$ cat src/inc/vsm_pkg.sv
package vsm_pkg;
    localparam logic [7:0] REG_STD_OFS = 8'h04;
    localparam logic [7:0] REG_MIX_OFS = 8'h05;
    localparam logic [7:0] REG_WGT_OFS = 8'h06;
    localparam logic [7:0] STD_RST = 8'h01;
    localparam logic [7:0] MIX_RST = 8'h20;
    localparam logic [7:0] WGT_RST = 8'h01;

    localparam int STD_FIRST_LSB = 3;
    localparam int STD_SECOND_LSB = 0;
    localparam int MIX_OVL_BIT = 5;
    localparam int MIX_MODE_LSB = 2;
    localparam int MIX_COMP_BIT = 1;
    localparam int MIX_PHS_BIT = 0;
    localparam int STD_ENTRIES = 8;

    localparam logic [7:0] FULL_WEIGHT = 8'hff;
    localparam logic [7:0] ZERO_WEIGHT = 8'h00;
    localparam logic [16:0] ROUND_HALF = 17'h0007f;
    localparam logic [16:0] WEIGHT_DIV = 17'h000ff;
    localparam logic [7:0] CHROMA_MID = 8'h80;
    localparam logic [7:0] OVL_LIMIT = 8'h70;
    localparam logic [3:0] SCALE_UNITY = 4'h8;
    localparam int FIFO_DEPTH = 16;
    localparam int CLK_PERIOD_NS = 10;
    localparam logic [2:0] SLOPE_ONE = 3'h1;

    localparam logic [2:0] MODE_ALPHA_RGB = 3'h4;
    localparam logic [2:0] MODE_ALPHA_CVBS = 3'h5;
    localparam logic [2:0] MODE_FORCE_CVBS = 3'h6;
    localparam logic [2:0] MODE_FORCE_RGB = 3'h7;

    // standard codes for the search table
    typedef enum logic [2:0] {
        STD_PAL_BGDHI = 3'h0,
        STD_SECAM = 3'h1,
        STD_NTSC_M = 3'h2,
        STD_PAL_M = 3'h3,
        STD_PAL_N = 3'h4,
        STD_NTSC_443 = 3'h5,
        STD_NONE_A = 3'h6,
        STD_NONE_B = 3'h7
    } vsm_std_t;

    typedef struct packed {
        logic [7:0] y;
        logic [7:0] cr;
        logic [7:0] cb;
    } vsm_pix_t;

    typedef struct packed {
        logic wr;
        logic rd;
        logic [7:0] addr;
        logic [7:0] wdata;
    } vsm_reg_req_t;
endpackage

$ cat src/vsm_fifo.sv
module vsm_fifo #(
    parameter int WIDTH = 24,
    parameter int DEPTH = 16
) (
    // clock and reset
    input wire logic clk,
    input wire logic rst_n,
    // fill side
    input wire logic [WIDTH-1:0] in_data,
    input wire logic in_valid,
    output logic in_ready,
    // drain side
    output logic [WIDTH-1:0] out_data,
    output logic out_valid,
    input wire logic out_ready
);
    localparam int AW = $clog2(DEPTH);
    localparam logic [AW:0] DEPTH_CNT = (AW+1)'(DEPTH);
    localparam logic [AW-1:0] LAST_PTR = AW'(DEPTH - 1);

    logic [WIDTH-1:0] mem_ff [DEPTH];
    logic [AW-1:0] wr_ptr_ff;
    logic [AW-1:0] rd_ptr_ff;
    logic [AW:0] count_ff;
    logic in_ready_ff;
    logic out_valid_ff;
    logic [WIDTH-1:0] out_data_ff;
    logic push;
    logic pop;
    logic [AW:0] nxt_count;

    // output stage refills from memory so both ready and valid are flops
    assign push = in_valid && in_ready_ff;
    assign pop = (count_ff != '0) && (!out_valid_ff || out_ready);
    assign nxt_count = count_ff + (AW+1)'(push) - (AW+1)'(pop);

    always_ff @(posedge clk) begin
        if (push) begin
            mem_ff[wr_ptr_ff] <= in_data;
        end
    end

    always_ff @(posedge clk or negedge rst_n) begin
        if (!rst_n) begin
            wr_ptr_ff <= '0;
            rd_ptr_ff <= '0;
            count_ff <= '0;
            in_ready_ff <= 1'b0;
        end else begin
            if (push) begin
                wr_ptr_ff <= (wr_ptr_ff == LAST_PTR) ? '0 : wr_ptr_ff + 1'b1;
            end
            if (pop) begin
                rd_ptr_ff <= (rd_ptr_ff == LAST_PTR) ? '0 : rd_ptr_ff + 1'b1;
            end
            count_ff <= nxt_count;
            in_ready_ff <= (nxt_count != DEPTH_CNT);
        end
    end

    always_ff @(posedge clk or negedge rst_n) begin
        if (!rst_n) begin
            out_valid_ff <= 1'b0;
            out_data_ff <= '0;
        end else if (pop) begin
            out_valid_ff <= 1'b1;
            out_data_ff <= mem_ff[rd_ptr_ff];
        end else if (out_ready) begin
            out_valid_ff <= 1'b0;
        end
    end

    assign in_ready = in_ready_ff;
    assign out_valid = out_valid_ff;
    assign out_data = out_data_ff;
endmodule

$ cat src/vsm_mixer.sv
module vsm_mixer #(
    parameter int FIFO_WORDS = vsm_pkg::FIFO_DEPTH
) (
    // clock and reset, ref_clk is the 4x subcarrier clock
    input wire logic ref_clk,
    input wire logic rst_n,
    // register port
    input vsm_pkg::vsm_reg_req_t reg_req,
    output logic [7:0] reg_rdata,
    // pixel inputs, both paths aligned
    input vsm_pkg::vsm_pix_t pix_cvbs,
    input vsm_pkg::vsm_pix_t pix_rgb,
    input wire logic pix_in_valid,
    output logic pix_in_ready,
    // video timing and overlay pin
    input wire logic active_line,
    input wire logic overlay_select_input,
    // mixed pixel output
    output vsm_pkg::vsm_pix_t pix_out,
    output logic pix_out_valid,
    input wire logic pix_out_ready,
    // controls to the search engine and output pll
    output logic [2:0] std_entry_first,
    output logic [2:0] std_entry_second,
    output logic phase_jump_enable
);
    logic rst_meta_n_ff;
    logic rst_sync_n_ff;
    logic [7:0] std_ff;
    logic [7:0] mix_ff;
    logic [7:0] wgt_ff;
    logic [7:0] reg_rdata_ff;
    logic phase_jump_enable_ff;
    logic fb_s1_ff;
    logic fb_s2_ff;
    logic fb_s3_ff;
    logic fb_lvl_ff;
    logic [7:0] wgt_cur_ff;
    logic [7:0] wgt_start_ff;
    logic [7:0] wgt_tgt_ff;
    logic [2:0] ramp_k_ff;
    logic [2:0] ramp_n_ff;
    logic [7:0] peak_ff;
    logic [3:0] scale_ff;
    logic act_d_ff;
    logic [2:0] mode;
    logic comp_mode;
    logic soft_mode;
    logic sat_mode;
    logic [7:0] nxt_tgt;
    logic [2:0] slope_len;
    logic [3:0] eff_scale;
    logic [7:0] line_peak;
    vsm_pkg::vsm_pix_t rgb_adj;
    vsm_pkg::vsm_pix_t mixed;
    logic push;
    logic fifo_ready;
    logic [23:0] fifo_q;

    function automatic logic [7:0] blend(input logic [7:0] a, input logic [7:0] p,
                                         input logic [7:0] q);
        logic [16:0] acc;
        acc = 17'(a) * 17'(p) + 17'(vsm_pkg::FULL_WEIGHT - a) * 17'(q) + vsm_pkg::ROUND_HALF;
        return 8'(acc / vsm_pkg::WEIGHT_DIV);
    endfunction

    function automatic vsm_pkg::vsm_pix_t mix_pix(input logic [7:0] a,
                                                 input vsm_pkg::vsm_pix_t p,
                                                 input vsm_pkg::vsm_pix_t q);
        vsm_pkg::vsm_pix_t r;
        r.y = blend(a, p.y, q.y);
        r.cr = blend(a, p.cr, q.cr);
        r.cb = blend(a, p.cb, q.cb);
        return r;
    endfunction

    // equal steps: weight after k of n steps from s towards t
    function automatic logic [7:0] ramp(input logic [7:0] s, input logic [7:0] t,
                                        input logic [2:0] k, input logic [2:0] n);
        logic [10:0] d;
        logic [10:0] q;
        d = 11'((t >= s) ? t - s : s - t) * 11'(k);
        case (n)
            3'h1: q = d;
            3'h2: q = d >> 1;
            3'h3: q = d / 11'h003;
            default: q = d >> 2;
        endcase
        return (t >= s) ? s + q[7:0] : s - q[7:0];
    endfunction

    function automatic logic [7:0] chroma_dev(input logic [7:0] c);
        return (c >= vsm_pkg::CHROMA_MID) ? c - vsm_pkg::CHROMA_MID : vsm_pkg::CHROMA_MID - c;
    endfunction

    // largest eighths factor that keeps the line peak within the limit
    function automatic logic [3:0] pick_scale(input logic [7:0] peak);
        logic [3:0] r;
        r = 4'h1;
        for (int i = 1; i <= 8; i++) begin
            if (11'(peak) * 11'(i) <= 11'(vsm_pkg::OVL_LIMIT) * 11'h008) begin
                r = 4'(i);
            end
        end
        return r;
    endfunction

    function automatic logic [7:0] scale_c(input logic [7:0] c, input logic [3:0] s);
        logic [11:0] d;
        d = (12'(chroma_dev(c)) * 12'(s)) >> 3;
        return (c >= vsm_pkg::CHROMA_MID) ? vsm_pkg::CHROMA_MID + d[7:0]
                                          : vsm_pkg::CHROMA_MID - d[7:0];
    endfunction

    // reset release through two flops
    always_ff @(posedge ref_clk or negedge rst_n) begin
        if (!rst_n) begin
            rst_meta_n_ff <= 1'b0;
            rst_sync_n_ff <= 1'b0;
        end else begin
            rst_meta_n_ff <= 1'b1;
            rst_sync_n_ff <= rst_meta_n_ff;
        end
    end

    // reserved bits 7:6 of the standard and mix registers are not stored, they read back as zero
    always_ff @(posedge ref_clk or negedge rst_sync_n_ff) begin
        if (!rst_sync_n_ff) begin
            std_ff <= vsm_pkg::STD_RST;
            mix_ff <= vsm_pkg::MIX_RST;
            wgt_ff <= vsm_pkg::WGT_RST;
        end else if (reg_req.wr) begin
            case (reg_req.addr)
                vsm_pkg::REG_STD_OFS: std_ff <= {2'h0, reg_req.wdata[5:0]};
                vsm_pkg::REG_MIX_OFS: mix_ff <= {2'h0, reg_req.wdata[5:0]};
                vsm_pkg::REG_WGT_OFS: wgt_ff <= reg_req.wdata;
                default: ;
            endcase
        end
    end

    always_ff @(posedge ref_clk or negedge rst_sync_n_ff) begin
        if (!rst_sync_n_ff) begin
            reg_rdata_ff <= 8'h00;
        end else if (reg_req.rd) begin
            case (reg_req.addr)
                vsm_pkg::REG_STD_OFS: reg_rdata_ff <= std_ff;
                vsm_pkg::REG_MIX_OFS: reg_rdata_ff <= mix_ff;
                vsm_pkg::REG_WGT_OFS: reg_rdata_ff <= wgt_ff;
                default: reg_rdata_ff <= 8'h00;
            endcase
        end
    end

    // output pll sees the jump permission two cycles after the write request
    always_ff @(posedge ref_clk or negedge rst_sync_n_ff) begin
        if (!rst_sync_n_ff) begin
            phase_jump_enable_ff <= 1'b1;
        end else begin
            phase_jump_enable_ff <= !mix_ff[vsm_pkg::MIX_PHS_BIT];
        end
    end

    // overlay pin: three flops, level accepted when the last two agree
    always_ff @(posedge ref_clk or negedge rst_sync_n_ff) begin
        if (!rst_sync_n_ff) begin
            fb_s1_ff <= 1'b0;
            fb_s2_ff <= 1'b0;
            fb_s3_ff <= 1'b0;
            fb_lvl_ff <= 1'b0;
        end else begin
            fb_s1_ff <= overlay_select_input;
            fb_s2_ff <= fb_s1_ff;
            fb_s3_ff <= fb_s2_ff;
            if (fb_s2_ff == fb_s3_ff) begin
                fb_lvl_ff <= fb_s3_ff;
            end
        end
    end

    assign mode = mix_ff[vsm_pkg::MIX_MODE_LSB +: 3];
    assign comp_mode = mix_ff[vsm_pkg::MIX_COMP_BIT];
    assign soft_mode = !mode[2];
    assign sat_mode = (mode[2:1] == 2'b01);
    assign slope_len = {1'b0, wgt_ff[1:0]} + 3'h1;

    // overlay only counts inside the active line; saturated mode caps at the register
    always_comb begin
        nxt_tgt = vsm_pkg::ZERO_WEIGHT;
        if (fb_lvl_ff && active_line) begin
            nxt_tgt = sat_mode ? wgt_ff : vsm_pkg::FULL_WEIGHT;
        end
    end

    // soft weight runs on every clock, independent of pixel flow
    always_ff @(posedge ref_clk or negedge rst_sync_n_ff) begin
        if (!rst_sync_n_ff) begin
            wgt_cur_ff <= vsm_pkg::ZERO_WEIGHT;
            wgt_start_ff <= vsm_pkg::ZERO_WEIGHT;
            wgt_tgt_ff <= vsm_pkg::ZERO_WEIGHT;
            ramp_k_ff <= vsm_pkg::SLOPE_ONE;
            ramp_n_ff <= vsm_pkg::SLOPE_ONE;
        end else if (nxt_tgt != wgt_tgt_ff) begin
            wgt_tgt_ff <= nxt_tgt;
            wgt_start_ff <= wgt_cur_ff;
            ramp_k_ff <= vsm_pkg::SLOPE_ONE;
            ramp_n_ff <= slope_len;
            wgt_cur_ff <= ramp(wgt_cur_ff, nxt_tgt, vsm_pkg::SLOPE_ONE, slope_len);
        end else if (ramp_k_ff < ramp_n_ff) begin
            ramp_k_ff <= ramp_k_ff + 3'h1;
            wgt_cur_ff <= ramp(wgt_start_ff, wgt_tgt_ff, ramp_k_ff + 3'h1, ramp_n_ff);
        end
    end

    // chroma peak per line; factor updated at line end, so it lags one line
    always_comb begin
        line_peak = peak_ff;
        if (chroma_dev(pix_rgb.cr) > line_peak) begin
            line_peak = chroma_dev(pix_rgb.cr);
        end
        if (chroma_dev(pix_rgb.cb) > line_peak) begin
            line_peak = chroma_dev(pix_rgb.cb);
        end
    end

    always_ff @(posedge ref_clk or negedge rst_sync_n_ff) begin
        if (!rst_sync_n_ff) begin
            peak_ff <= 8'h00;
            scale_ff <= vsm_pkg::SCALE_UNITY;
            act_d_ff <= 1'b0;
        end else begin
            act_d_ff <= active_line;
            if (act_d_ff && !active_line) begin
                scale_ff <= pick_scale(peak_ff);
                peak_ff <= 8'h00;
            end else if (active_line && push) begin
                peak_ff <= line_peak;
            end
        end
    end

    assign eff_scale = mix_ff[vsm_pkg::MIX_OVL_BIT] ? scale_ff : vsm_pkg::SCALE_UNITY;

    always_comb begin
        rgb_adj.y = pix_rgb.y;
        rgb_adj.cr = scale_c(pix_rgb.cr, eff_scale);
        rgb_adj.cb = scale_c(pix_rgb.cb, eff_scale);
        if (comp_mode) begin
            // component input overrides every blend mode
            mixed.y = pix_cvbs.y;
            mixed.cr = rgb_adj.cr;
            mixed.cb = rgb_adj.cb;
        end else begin
            case (mode)
                vsm_pkg::MODE_ALPHA_RGB: mixed = mix_pix(wgt_ff, rgb_adj, pix_cvbs);
                vsm_pkg::MODE_ALPHA_CVBS: mixed = mix_pix(wgt_ff, pix_cvbs, rgb_adj);
                vsm_pkg::MODE_FORCE_CVBS: mixed = pix_cvbs;
                vsm_pkg::MODE_FORCE_RGB: mixed = rgb_adj;
                default: mixed = mix_pix(wgt_cur_ff, rgb_adj, pix_cvbs);
            endcase
        end
    end

    // a full fifo drops pix_in_ready, stalling the sources
    assign push = pix_in_valid && fifo_ready;

    vsm_fifo #(
        .WIDTH($bits(vsm_pkg::vsm_pix_t)),
        .DEPTH(FIFO_WORDS)
    ) u_fifo (
        .clk(ref_clk),
        .rst_n(rst_sync_n_ff),
        .in_data(mixed),
        .in_valid(pix_in_valid),
        .in_ready(fifo_ready),
        .out_data(fifo_q),
        .out_valid(pix_out_valid),
        .out_ready(pix_out_ready)
    );

    assign pix_in_ready = fifo_ready;
    assign pix_out = fifo_q;
    assign reg_rdata = reg_rdata_ff;
    assign phase_jump_enable = phase_jump_enable_ff;
    assign std_entry_first = std_ff[vsm_pkg::STD_FIRST_LSB +: 3];
    assign std_entry_second = std_ff[vsm_pkg::STD_SECOND_LSB +: 3];
endmodule

$ cat config.mk
export PLATFORM = sky130hd
export DESIGN_NAME = vsm_mixer
export DESIGN_NICKNAME = d
export VERILOG_FILES = /design/src/inc/vsm_pkg.sv /design/src/vsm_fifo.sv /design/src/vsm_mixer.sv
export SDC_FILE = /design/constraint.sdc
export NUM_CORES = 2
export LEC_CHECK = 0
export BUFFER_PORTS_ARGS = -buffer_cell sky130_fd_sc_hd__buf_2
export CAP_MARGIN = 15
export CELL_PAD_IN_SITES_DETAIL_PLACEMENT = 0
export CELL_PAD_IN_SITES_GLOBAL_PLACEMENT = 1
export CORE_MARGIN = 3
export CORE_UTILIZATION = 50
export DETAILED_ROUTE_END_ITERATION = 10
export PLACE_DENSITY_LB_ADDON = 0.1
export SLEW_MARGIN = 20
export SYNTH_ARGS = -nofsm -noshare
export SYNTH_HDL_FRONTEND = slang
export SYNTH_HIERARCHICAL = 1
export SYNTH_SLANG_ARGS = --single-unit
export TNS_END_PERCENT = 1
$ cat constraint.sdc
create_clock -name ref_clk -period 5.05 [get_ports ref_clk]
set_input_delay 0.2525 -clock ref_clk [delete_from_list [all_inputs] [get_ports ref_clk]]
set_output_delay 0.2525 -clock ref_clk [all_outputs]
set_load 0.1 [all_outputs]
==> flow_summary.json <==
{
  "status": "finished, violations left",
  "violations": "negative setup slack",
  "synth.yosys.warnings": 6,
  "dieArea_sq_um": 161000,
  "crit_path_start_kind": "flop",
  "busiest_layer": "met2",
  "synth_area_sq_um": 78000,
  "end_kind": "flop",
  "grt_max_degree": 83,
  "hold_depth": 2,
  "viasPerCell": 5.53,
  "grtUsageMet2_pct": 52.5,
  "avgRoutedWirePerCell_microns": 21.0,
  "port_buffers": 112,
  "fin_cells": 12300,
  "cts_buffers": 47,
  "setup_ws_ns": -10.66,
  "maxCapViolCount": 0,
  "htreeDepth": 2,
  "globalplace.congestion": 0.964,
  "path_common_cell": "buf_4",
  "r2r_end": "u_fifo/mem_ff[14][0]$_DFFE_PP_",
  "layout_common_cells": "1807 x buf_4, 1424 x inv_1, 973 x fa_1",
  "synth_top_area_share_pct": 25.3,
  "skew_ns": 0.0594,
  "drc_errors": 0,
  "syn_to_final_growth_pct": 27.5,
  "synth-seq-cells": 501,
  "n_fill_cell": 13100,
  "grt_pass1_wl_microns": 403000,
  "initial_core_util_pct": 50.5,
  "critical_path_peak_fanout": 16,
  "fmax_ghz": 0.0637,
  "hp-class": "primary input to flop",
  "wirelength_microns": 258000,
  "core_region_area_sq_um": 155000,
  "yosysSeqAreaShare_pct": 18.5,
  "place_area_sq_um": 95300,
  "grt_pass1_vias": 70600,
  "path_class": "flop to flop",
  "max_stage_delay_ns": 0.59,
  "hold_viol_final": 0,
  "layout_commonest_cell": "buf_4",
  "drtPass1Iterations": 6,
  "nNetsFinal": 12000,
  "final_util_pct": 64.4,
  "worstHoldStart": "reg_req[16]",
  "die_h_microns": 401,
  "synthCells": 8495,
  "clock_latency_ns": 0.64,
  "via_count": 68000,
  "cpMaxStageDelayCell": "dfstp_2",
  "io_pins": 113,
  "clock-sinks": 501,
  "drtIter0Drc": 4550,
  "cts_tree": "built",
  "crit_required_ns": 5.50,
  "die_w_microns": 401,
  "relSlewSlack_pct": 23.3,
  "synthTopCellsByArea": "fa_1 25%, edfxtp_1 15%, ha_1 11%",
  "tightest_slew_ns": 1.15,
  "period_needed_ns": 15.71,
  "syn_area_per_cell_sq_um": 9.19,
  "async_flop_share_pct": 23.4,
  "synth_area_leader_cell": "fa_1",
  "path_clk_slew_ns": 0.08,
  "rsz0062_at_grt": "true",
  "maxSlewViolCount": 0,
  "synth_cell_types": 127,
  "antenna_found_initial": 15,
  "globalRouteOverflowTotal": 0,
  "r2r-start": "mix_ff[5]$_DFFE_PN1P_",
  "hpwlAfterDp_microns": 209000,
  "grt_util_met3_pct": 3.70,
  "hold_path_end": "reg_rdata[0]$_DFFE_PN0P_",
  "grtUsageMet1_pct": 44.1,
  "synth_edf_count": 384,
  "syn_nets": 10300,
  "drive_gt1_share_pct": 27.0,
  "grt_use_total_pct": 31.9,
  "dp.cells": 12100,
  "crit_arrival_ns": 16.16,
  "setup_viol": 392,
  "ant_nets": 0,
  "r2r_slack_ns": -10.66,
  "synth_ff_type": "edfxtp_1",
  "fin_crit_sh_pct": 311,
  "cts_max_path_buffers": 3,
  "rows": 144,
  "dp_slack_ns": -10.92,
  "r2r_cells": 62,
  "cts_root_buf": "clkbuf_16",
  "design_area_sq_um": 99500
}
cells in the mapped netlist, types with 19 or more instances:
library cell and count:
inv_1 1443, fa_1 986, nand2_1 782, ha_1 700
nor2_1 477, edfxtp_1 384, clkbuf_1 316, a21oi_1 312
and2_1 259, nor2b_1 224, nand2b_1 215, o21ai_0 205
xnor2_1 176, mux2i_1 165, nand3_1 127, nor3_1 112
dfrtp_1 110, a21o_1 98, a31oi_1 93, o22ai_1 79
mux2_2 74, xor2_1 70, a211oi_1 65, o21a_1 65
and3_1 50, mux4_2 49, nand4_1 47, o211ai_1 43
o21bai_1 43, o21ai_1 39, o31ai_1 38, buf_2 35
nor4_1 35, buf_1 33, or3_1 33, a22oi_1 30
or2_2 29, a211o_1 21, a221oi_1 19
cells by family after synthesis:
family                   share of synthesized area, %
flip-flops                                       18.5
XOR/XNOR                                         2.78
other                                         0.00481
AND/OR/NAND/NOR                                  16.2
multiplexers                                     4.66
AO/OA/AOI/OAI                                    12.3
buffers and inverters                            9.03
adder cells (fa/ha/maj)                          36.6
critical path, delay by kind of cell, from the launching register on:
family | cells | cell delay, ns
buf+inv | 17 | 2.11
xor+xnor | 2 | 0.18
compound gates | 22 | 5.06
flops | 1 | 0.59
mux | 1 | 0.37
simple gates | 10 | 2.73
fa+ha+maj | 10 | 4.45
repair_timing:
action | 4_1_cts | 5_1_grt
resized for setup | 119 | 317
gates cloned | 0 | 2
pin swaps | 15 | 173
setup endpoints to repair | 392 | 392
buffers inserted | 7 | 49
hold buffers | 12 | 0
endpoints found under the hold margin | 22 | 0
state kept, by name (all words and copies together), names as in the netlist, 4 cells and up:
name / flops
mix_ff: 6
peak_ff: 8
reg_rdata: 8
scale_ff: 4
std_ff: 6
u_fifo/count_ff: 5
u_fifo/mem_ff: 384
u_fifo/out_data: 24
u_fifo/rd_ptr_ff: 4
u_fifo/wr_ptr_ff: 4
wgt_cur_ff: 8
wgt_ff: 8
wgt_start_ff: 8
wgt_tgt_ff: 8
metal layers:
layer	part of all wire (%)	wire length (microns)
met5	0.010	27
met4	4.0	10300
met3	6.3	16300
met2	47	120000
met1	43	111000
metrics by stage:
step	setup TNS [ns]	hold slack, ns
2_1_floorplan	-2802.88	-0.0431
3_3_place_gp	-3070.11	0.0372
3_5_place_dp	-3141.26	0.0405
4_1_cts	-2962.07	0.0190
5_1_grt	-3109.72	0.0327
6_report	-2921.23	0.0615
worst max-delay path by stage:
stage	from	end	slack, ns	cells after the start
global placement	pix_rgb[0]	u_fifo/mem_ff[11][0]$_DFFE_PP_	-10.82	64
detailed placement	pix_rgb[8]	u_fifo/mem_ff[4][8]$_DFFE_PP_	-10.92	63
floorplan	mix_ff[5]$_DFFE_PN1P_	u_fifo/mem_ff[0][0]$_DFFE_PP_	-9.75	64
global route	mix_ff[5]$_DFFE_PN1P_	u_fifo/mem_ff[8][0]$_DFFE_PP_	-11.18	61
finish	mix_ff[5]$_DFFE_PN1P_	u_fifo/mem_ff[14][0]$_DFFE_PP_	-10.66	62
CTS	scale_ff[3]$_DFFE_PN1P_	u_fifo/mem_ff[14][0]$_DFFE_PP_	-10.51	59
final cells by class:
| class | instances | area (sq um) | area share, % |
|---|---|---|---|
| antenna | 7 | 17.5 | 0.0176 |
| clock buffer | 62 | 1270 | 1.28 |
| clock inverter | 25 | 289 | 0.290 |
| inverter | 1453 | 5460 | 5.48 |
| multi-input combinational | 6147 | 59200 | 59.5 |
| sequential | 501 | 14500 | 14.6 |
| tap | 2044 | 2560 | 2.57 |
| timing repair buffer | 2048 | 16200 | 16.3 |
Power is left out: the tool's default activity adds up to more than one toggle a clock period on the data nets, which glitch-free logic cannot reach.
